==> src/hdl/rcf_pkg.sv <==
// Package for the reset-cause flag block: register offsets, bit positions, reset values.
// Assumes a 32-bit APB slave with each register on one aligned word.
package rcf_pkg;
	localparam logic [7:0] REG_CAUSE_OFS = 8'h00;
	localparam logic [7:0] REG_STATE_OFS = 8'h04;
	localparam int BIT_TRAP = 15;
	localparam int BIT_ILLEGAL = 14;
	localparam int BIT_STANDBY = 8;
	localparam int BIT_EXTPIN = 7;
	localparam int BIT_SOFTRST = 6;
	localparam int BIT_WDTEN = 5;
	localparam int BIT_WDT_TIMEOUT = 4;
	localparam int BIT_SLEEP = 3;
	localparam int BIT_IDLE = 2;
	localparam logic [15:0] CAUSE_RESET = 16'h0000;
	localparam logic [15:0] CAUSE_WMASK = 16'hC1FC;
	localparam int SYNC_STAGES = 2;
endpackage

==> src/hdl/rcf_event_flag.sv <==
// One sticky cause flag: hardware event sets, software write loads.
// Assumes event and write strobes are synchronous to clk.
`timescale 1ns/1ps
module rcf_event_flag (
	input wire logic clk,
	input wire logic rstn,
	input wire logic setEvt,
	input wire logic wrEn,
	input wire logic wrVal,
	output logic flag
);
	logic flag_r;
	logic flag_nxt;

	always_comb begin
		flag_nxt = flag_r;
		if (wrEn) begin
			flag_nxt = wrVal;
		end
		// Event wins over a clearing write
		if (setEvt) begin
			flag_nxt = 1'b1;
		end
	end

	always_ff @(posedge clk) begin
		if (!rstn) begin
			flag_r <= 1'b0;
		end else begin
			flag_r <= flag_nxt;
		end
	end

	assign flag = flag_r;

	setWins_a: assert property (@(posedge clk) disable iff (!rstn) setEvt |=> flag_r) // RULE_10
		else $error("flag lost an event");
	holdFlag_a: assert property (@(posedge clk) disable iff (!rstn) // RULE_10
		(!setEvt && !wrEn && flag_r) |=> flag_r)
		else $error("flag dropped without write");
endmodule // rcf_event_flag

==> src/hdl/rcf_reset_cause.sv <==
// Reset-cause status register with watchdog enable, reached over APB.
// Assumes rstn is the power-on reset; other resets arrive as one-cycle cause pulses.
// Behaviour
// RULE_01 - Trap conflict reset sets bit 15
// RULE_02 - Illegal access resets, sets bit 14
// RULE_03 - Master-clear pin reset sets bit 7
// RULE_04 - Reset instruction sets bit 6
// RULE_05 - Bit 5 enables watchdog; config forces it
// RULE_06 - Watchdog time-out sets bit 4
// RULE_07 - Having slept sets bit 3
// RULE_08 - Having idled sets bit 2
// RULE_09 - Software writes flags, never causing reset
// RULE_10 - Flags persist until software or power-on
//
// Our own choices: the placing of the registers and register access over APB.
`timescale 1ns/1ps
module rcf_reset_cause (
	input wire logic clk,
	input wire logic rstn,
	input wire logic psel,
	input wire logic penable,
	input wire logic pwrite,
	input wire logic [7:0] paddr,
	input wire logic [31:0] pwdata,
	input wire logic [3:0] pstrb,
	output logic [31:0] prdata,
	output logic pready,
	output logic pslverr,
	input wire logic trapConflictEvt,
	input wire logic illegalAccessEvt,
	input wire logic masterClearPinEvt,
	input wire logic resetInstrEvt,
	input wire logic watchdogTimeoutEvt,
	input wire logic sleepEntryEvt,
	input wire logic idleEntryEvt,
	input wire logic configWatchdogForce,
	output logic watchdogRun,
	output logic coreResetReq,
	output logic regulatorSleepStandby
);
	typedef enum logic [1:0] {IDLE_ST, ACCESS_ST} rcf_apb_type;

	rcf_apb_type apbState_r, apbState_nxt;
	logic [31:0] prdata_r, prdata_nxt;
	logic pready_r, pready_nxt;
	logic pslverr_r, pslverr_nxt;
	logic wdtEn_r, wdtEn_nxt;
	logic standby_r, standby_nxt;
	logic run_r, run_nxt;
	logic rstReq_r, rstReq_nxt;
	logic [15:0] causeVal;
	logic [7:0] setVec;
	logic [7:0] flagVec;
	logic causeWr;
	logic accessPhase;

	assign accessPhase = psel && penable && !pready_r;
	assign causeWr = psel && penable && pready_r && pwrite && (paddr == rcf_pkg::REG_CAUSE_OFS);

	// Event vector, index order bit15,14,7,6,4,3,2 then spare
	assign setVec = {trapConflictEvt, illegalAccessEvt, masterClearPinEvt, resetInstrEvt,
		watchdogTimeoutEvt, sleepEntryEvt, idleEntryEvt, 1'b0};

	genvar gi;
	generate
		for (gi = 0; gi < 7; gi++) begin : gFlag
			localparam int POS = (gi == 0) ? rcf_pkg::BIT_TRAP :
				(gi == 1) ? rcf_pkg::BIT_ILLEGAL :
				(gi == 2) ? rcf_pkg::BIT_EXTPIN :
				(gi == 3) ? rcf_pkg::BIT_SOFTRST :
				(gi == 4) ? rcf_pkg::BIT_WDT_TIMEOUT :
				(gi == 5) ? rcf_pkg::BIT_SLEEP : rcf_pkg::BIT_IDLE;
			rcf_event_flag uFlag (
				.clk(clk),
				.rstn(rstn),
				.setEvt(setVec[7 - gi]), // RULE_01 RULE_02 RULE_03 RULE_04 RULE_06 RULE_07 RULE_08
				.wrEn(causeWr && pstrb[POS / 8]), // RULE_09
				.wrVal(pwdata[POS]),
				.flag(flagVec[7 - gi])
			);
		end
	endgenerate
	assign flagVec[0] = 1'b0;

	always_comb begin
		causeVal = rcf_pkg::CAUSE_RESET;
		causeVal[rcf_pkg::BIT_TRAP] = flagVec[7];
		causeVal[rcf_pkg::BIT_ILLEGAL] = flagVec[6];
		causeVal[rcf_pkg::BIT_STANDBY] = standby_r;
		causeVal[rcf_pkg::BIT_EXTPIN] = flagVec[5];
		causeVal[rcf_pkg::BIT_SOFTRST] = flagVec[4];
		causeVal[rcf_pkg::BIT_WDTEN] = wdtEn_r;
		causeVal[rcf_pkg::BIT_WDT_TIMEOUT] = flagVec[3];
		causeVal[rcf_pkg::BIT_SLEEP] = flagVec[2];
		causeVal[rcf_pkg::BIT_IDLE] = flagVec[1];
	end

	// APB slave, one wait state, answer in the second access cycle
	always_comb begin
		apbState_nxt = apbState_r;
		prdata_nxt = prdata_r;
		pready_nxt = 1'b0;
		pslverr_nxt = 1'b0;
		wdtEn_nxt = wdtEn_r;
		standby_nxt = standby_r;
		case (apbState_r)
			IDLE_ST: begin
				if (accessPhase) begin
					apbState_nxt = ACCESS_ST;
					pready_nxt = 1'b1;
					prdata_nxt = 32'h0000_0000;
					if (paddr == rcf_pkg::REG_CAUSE_OFS) begin
						if (!pwrite) begin
							prdata_nxt = {16'h0000, causeVal};
						end
					end else if (paddr == rcf_pkg::REG_STATE_OFS) begin
						if (!pwrite) begin
							prdata_nxt = {30'h0000_0000, configWatchdogForce, run_r};
						end else begin
							pslverr_nxt = 1'b1;
						end
					end else begin
						pslverr_nxt = 1'b1;
					end
				end
			end
			ACCESS_ST: begin
				apbState_nxt = IDLE_ST;
				// Writes land on the edge that completes the transfer
				if (causeWr) begin
					if (pstrb[rcf_pkg::BIT_WDTEN / 8]) begin
						wdtEn_nxt = pwdata[rcf_pkg::BIT_WDTEN]; // RULE_05
					end
					if (pstrb[rcf_pkg::BIT_STANDBY / 8]) begin
						standby_nxt = pwdata[rcf_pkg::BIT_STANDBY];
					end
				end
			end
			default: begin
				apbState_nxt = IDLE_ST;
			end
		endcase
	end

	always_comb begin
		run_nxt = configWatchdogForce || wdtEn_r; // RULE_05
		// Only trap conflict and illegal access request a core reset
		rstReq_nxt = trapConflictEvt || illegalAccessEvt; // RULE_02 RULE_09
	end

	always_ff @(posedge clk) begin
		if (!rstn) begin
			apbState_r <= IDLE_ST;
			prdata_r <= 32'h0000_0000;
			pready_r <= 1'b0;
			pslverr_r <= 1'b0;
			wdtEn_r <= 1'b0;
			standby_r <= 1'b0;
			run_r <= 1'b0;
			rstReq_r <= 1'b0;
		end else begin
			apbState_r <= apbState_nxt;
			prdata_r <= prdata_nxt;
			pready_r <= pready_nxt;
			pslverr_r <= pslverr_nxt;
			wdtEn_r <= wdtEn_nxt;
			standby_r <= standby_nxt;
			run_r <= run_nxt;
			rstReq_r <= rstReq_nxt;
		end
	end

	assign prdata = prdata_r;
	assign pready = pready_r;
	assign pslverr = pslverr_r;
	assign watchdogRun = run_r;
	assign coreResetReq = rstReq_r;
	assign regulatorSleepStandby = standby_r;

	trapFlag_a: assert property (@(posedge clk) disable iff (!rstn) // RULE_01
		trapConflictEvt |=> causeVal[rcf_pkg::BIT_TRAP] && coreResetReq)
		else $error("trap event did not set flag");
	illegalReset_a: assert property (@(posedge clk) disable iff (!rstn) // RULE_02
		illegalAccessEvt |=> coreResetReq && causeVal[rcf_pkg::BIT_ILLEGAL])
		else $error("illegal access missed reset or flag");
	extPinFlag_a: assert property (@(posedge clk) disable iff (!rstn) // RULE_03
		masterClearPinEvt |=> causeVal[rcf_pkg::BIT_EXTPIN])
		else $error("pin reset did not set flag");
	softRstFlag_a: assert property (@(posedge clk) disable iff (!rstn) // RULE_04
		resetInstrEvt |=> causeVal[rcf_pkg::BIT_SOFTRST])
		else $error("reset instruction did not set flag");
	wdtForce_a: assert property (@(posedge clk) disable iff (!rstn) // RULE_05
		$past(rstn) && (configWatchdogForce || wdtEn_r) |=> watchdogRun)
		else $error("watchdog not running when enabled");
	wdtOff_a: assert property (@(posedge clk) disable iff (!rstn) // RULE_05
		(!configWatchdogForce && !wdtEn_r) |=> !watchdogRun)
		else $error("watchdog running while disabled");
	wdtWrite_a: assert property (@(posedge clk) disable iff (!rstn) // RULE_05
		(causeWr && pstrb[rcf_pkg::BIT_WDTEN / 8]) |=> wdtEn_r == $past(pwdata[rcf_pkg::BIT_WDTEN]))
		else $error("watchdog enable not written");
	timeoutFlag_a: assert property (@(posedge clk) disable iff (!rstn) // RULE_06
		watchdogTimeoutEvt |=> causeVal[rcf_pkg::BIT_WDT_TIMEOUT])
		else $error("timeout did not set flag");
	sleepFlag_a: assert property (@(posedge clk) disable iff (!rstn) // RULE_07
		sleepEntryEvt |=> causeVal[rcf_pkg::BIT_SLEEP])
		else $error("sleep did not set flag");
	idleFlag_a: assert property (@(posedge clk) disable iff (!rstn) // RULE_08
		idleEntryEvt |=> causeVal[rcf_pkg::BIT_IDLE])
		else $error("idle did not set flag");
	swNoReset_a: assert property (@(posedge clk) disable iff (!rstn) // RULE_09
		(causeWr && !trapConflictEvt && !illegalAccessEvt) |=> !coreResetReq)
		else $error("software write caused reset");
	swClear_a: assert property (@(posedge clk) disable iff (!rstn) // RULE_09
		(causeWr && pstrb[rcf_pkg::BIT_TRAP / 8] && !pwdata[rcf_pkg::BIT_TRAP] && !trapConflictEvt)
		|=> !causeVal[rcf_pkg::BIT_TRAP])
		else $error("software clear of trap flag lost");
	standbyWrite_a: assert property (@(posedge clk) disable iff (!rstn)
		(causeWr && pstrb[rcf_pkg::BIT_STANDBY / 8])
		|=> regulatorSleepStandby == $past(pwdata[rcf_pkg::BIT_STANDBY]))
		else $error("standby bit not written");
	readyPulse_a: assert property (@(posedge clk) disable iff (!rstn)
		pready |=> !pready)
		else $error("ready held longer than one cycle");
	errWithReady_a: assert property (@(posedge clk) disable iff (!rstn)
		pslverr |-> pready)
		else $error("error without ready");
endmodule // rcf_reset_cause

==> config.mk <==
export PLATFORM = sky130hd
export DESIGN_NAME = rcf_reset_cause
export DESIGN_NICKNAME = d
export VERILOG_FILES = /design/src/hdl/rcf_pkg.sv /design/src/hdl/rcf_event_flag.sv /design/src/hdl/rcf_reset_cause.sv
export SDC_FILE = /design/constraint.sdc
export NUM_CORES = 1
export LEC_CHECK = 0
export BUFFER_PORTS_ARGS = -buffer_cell sky130_fd_sc_hd__buf_2
export CAP_MARGIN = 20
export CORE_MARGIN = 2
export CORE_UTILIZATION = 30
export CTS_BUF_LIST = sky130_fd_sc_hd__clkbuf_2 sky130_fd_sc_hd__clkbuf_4 sky130_fd_sc_hd__clkbuf_8
export CTS_CLUSTER_DIAMETER = 100
export CTS_CLUSTER_SIZE = 40
export DETAILED_ROUTE_END_ITERATION = 10
export GPL_ROUTABILITY_DRIVEN = 0
export MAX_ROUTING_LAYER = met4
export PLACE_DENSITY = 0.65
export SKIP_CTS_REPAIR_TIMING = 1
export SLEW_MARGIN = 20
export SYNTH_ARGS = -nofsm -noshare
export SYNTH_HDL_FRONTEND = slang
export SYNTH_HIERARCHICAL = 1
export SYNTH_SLANG_ARGS = --single-unit
==> constraint.sdc <==
create_clock -name clk -period 3.2 [get_ports clk]
set_clock_uncertainty 0.2 [all_clocks]
set_input_delay 0.48 -clock clk [delete_from_list [all_inputs] [get_ports clk]]
set_output_delay 0.48 -clock clk [all_outputs]
set_load 0.05 [all_outputs]
==> metrics.json <==
{
  "run_status": "finished, final reports clean",
  "ios": 94,
  "hold_path_class": "in -> reg",
  "gr-total-overflow": 0,
  "mostFrequentLayoutCell": "buf_2",
  "num_antenna_cells": 0,
  "timing.final.crit_share_pct": 81.0,
  "route.detailed.vias_per_inst": 4.44,
  "slew_viol_final": 0,
  "register_to_register_path_depth": 5,
  "critical_setup_path_class": "in -> reg",
  "grt_antenna_before_repair": 0,
  "core_um2": 3630,
  "design.die.area_um2": 4240,
  "grt_pass1_vias": 864,
  "area_delta_synth_final_pct": 23.3,
  "finalCoreUtilization_pct": 38.1,
  "final_nets": 215,
  "cell_internal_pwr_mw": 0.443,
  "wire_per_inst_um": 11.4,
  "net-switching-power_mw": 0.179,
  "design_power_mw": 0.622,
  "synth_simple_gate_area_share_pct": 14.6,
  "setup-violations-final": 0,
  "clock_network_latency_to_the_later_pin_of_the_worst_skew_pair_ns": 0.25,
  "drt_iter0_markers": 26,
  "detailed_place_hpwl_um": 1840,
  "p_seq_share_pct": 52.1,
  "static_leak_nw": 0.650,
  "drive_above_1_share_pct": 35.0,
  "pwr-share-clk_pct": 29.5,
  "yosys-mux-area-fraction_pct": 8.82,
  "grt_use_total_pct": 11.8,
  "grt_pass1_wl_um": 3820,
  "synth_cells": 107,
  "placement_rows": 22,
  "worst_pin_slew_ns": 0.672,
  "worst_hold_margin_ns": 0.225,
  "worst_ep_required_time_ns": 3.16,
  "tightest_slew_margin_relative_to_the_limit_pct": 55.1,
  "postRouteAntennaNets": 0,
  "pin_count_of_the_biggest_net_entering_global_routing": 14,
  "main_combinational_cell_family_by_area_after_synthesis": "buffers and inverters",
  "mappedNetlistArea_um2": 1120,
  "synth.ff_latch_count": 25,
  "htree_levels": 1,
  "hold_path_depth": 2,
  "post_synth_fa_ha_maj_area_fraction_pct": 0,
  "finalWirelength_um": 2330,
  "worst_vdd_drop_v": 0.000213,
  "clock_tree_from_tritoncts": "built",
  "critical-path-max-stage-delay_ns": 0.58,
  "remaining_drcs": 0,
  "critical_path.startpoint_type": "input pin",
  "synth_compound_area_share_pct": 15.2,
  "sw_frac_of_total_pct": 28.8,
  "setup_tns_ns": 0,
  "die_h_um": 65.1,
  "cp_cell_sequence": "buf_2 -> or4_4 -> or2_1 -> nor4_1 -> buf_4 -> mux2_1 -> o21a_1",
  "cts.reportedPaths.clkPinSlew_ns": 0.08,
  "powerDensity_nw_per_um2": 450,
  "maxClockFrequency_mhz": 386,
  "clock_sink_count": 25,
  "cell_variety_after_synth": 24,
  "final-instance-count-excl-fill": 205,
  "maxCapViolCount": 0,
  "post-place-cells": 201,
  "clk_root_buffer_cell": "clkbuf_8",
  "dr_total_vias": 910,
  "proportion_of_synthesized_chip_area_in_sequential_cells_pct": 44.6,
  "initial_core_util_pct": 30.9,
  "cts_buffers": 3,
  "yosys_warnings": 6,
  "cp_data_arrival_time_ns": 2.55,
  "die_width_um": 65.1,
  "final_period_minus_worst_setup_slack_ns": 2.59,
  "portion_of_total_power_attributed_to_combinational_logic_pct": 18.4,
  "timing.critical_path.fanout_max": 5,
  "max-clock-path-buffers": 2,
  "hold_violations": 0,
  "post_synth_xor_area_fraction_pct": 0,
  "most_frequent_cells_in_the_layout": "buf_2 (47), dfxtp_1 (25), conb_1 (21)",
  "io_buffers": 47,
  "cp_slowest_cell": "or4_4",
  "grt_setup_unrepaired": "false",
  "avgSynthCellArea_um2": 10.5,
  "detailedRoute.firstPassIterationCount": 4,
  "endpoint_kind": "flop"
}
## power by group through the flow
stage | Sequential (mW) | Clock [mW] | Combinational [mW]
floorplan | 0.340 | 0 | 0.0959
global placement | 0.332 | 0 | 0.114
detailed placement | 0.332 | 0 | 0.115
CTS | 0.324 | 0.192 | 0.115
global route | 0.326 | 0.207 | 0.123
finish | 0.324 | 0.184 | 0.114
## cell usage after synthesis (all sizes together)
| library cell | instances | share of area (%) |
|---|---|---|
| dfxtp | 25 | 45 |
| buf | 22 | 15 |
| a32o | 11 | 9.8 |
| mux2 | 7 | 7.0 |
| nor2 | 7 | 2.3 |
| o21a | 7 | 4.7 |
| nand2 | 5 | 1.7 |
| nor4 | 5 | 4.1 |
| inv | 3 | 1.0 |
| mux2i | 2 | 1.8 |
| nand4 | 2 | 1.1 |
| a211oi | 1 | 0.67 |
| and2 | 1 | 0.56 |
| clkbuf | 1 | 0.33 |
| conb | 1 | 0.33 |
| nand3b | 1 | 0.67 |
| nand4bb | 1 | 1.0 |
| nor2b | 1 | 0.56 |
| nor3 | 1 | 0.45 |
| or2 | 1 | 0.56 |
| or3 | 1 | 0.56 |
| or4 | 1 | 1.0 |
## layer usage
metal	GRT usage, %	share of wire (%)	vias to the layer above
met1	14.0	44	415
li1	-	-	445
met3	2.57	8.5	2
met2	20.4	47	48
met4	3.13	0.60	0
met5	-	0	-
## critical path, delay by kind of cell
family          cells  cell delay [ns]
mux                 1             0.32
compound gates      1             0.16
buf+inv             2             0.33
simple gates        3             1.26
## final cells by class
type                            count  area, um2
Timing Repair Buffer               49        250
Fill cell                         393       2250
Multi-Input combinational cell     76        512
Inverter                            3       11.3
Tap cell                           48       60.1
Clock buffer                        4       48.8
Sequential cell                    25        500
## state kept, by name, summed over array words and instances, names as in the netlist
signal and flops:
regulatorSleepStandby 1, pslverr 1, pready 1, coreResetReq 1, wdtEn_r 1, gFlag.uFlag/flag 7, prdata 11, apbState_r 1
watchdogRun 1
## per-stage QoR
step / instance area [um2] / worst slack (ns)
2_1_floorplan: 1200 / 0.403
3_3_place_gp: 1330 / 0.416
3_5_place_dp: 1330 / 0.356
4_1_cts: 1380 / 0.622
5_1_grt: 1380 / 0.521
6_report: 1380 / 0.608
## worst paths after layout
check,from,to,slack (ns)
max,paddr[7],gFlag[4].uFlag/flag,0.61
min,sleepEntryEvt,gFlag[5].uFlag/flag,0.22
max reg2reg,pready,gFlag[4].uFlag/flag,1.36
min reg2reg,prdata[3],prdata[3],0.27
## logic make-up (layout without fill, tap and decap cells)
family,count (synthesis),count (layout)
other,1,21
multiplexers,9,9
buffers and inverters,26,56
AND/OR/NAND/NOR,27,27
AO/OA/AOI/OAI,19,19
flip-flops,25,25
Power figures use the tool's default switching activity.
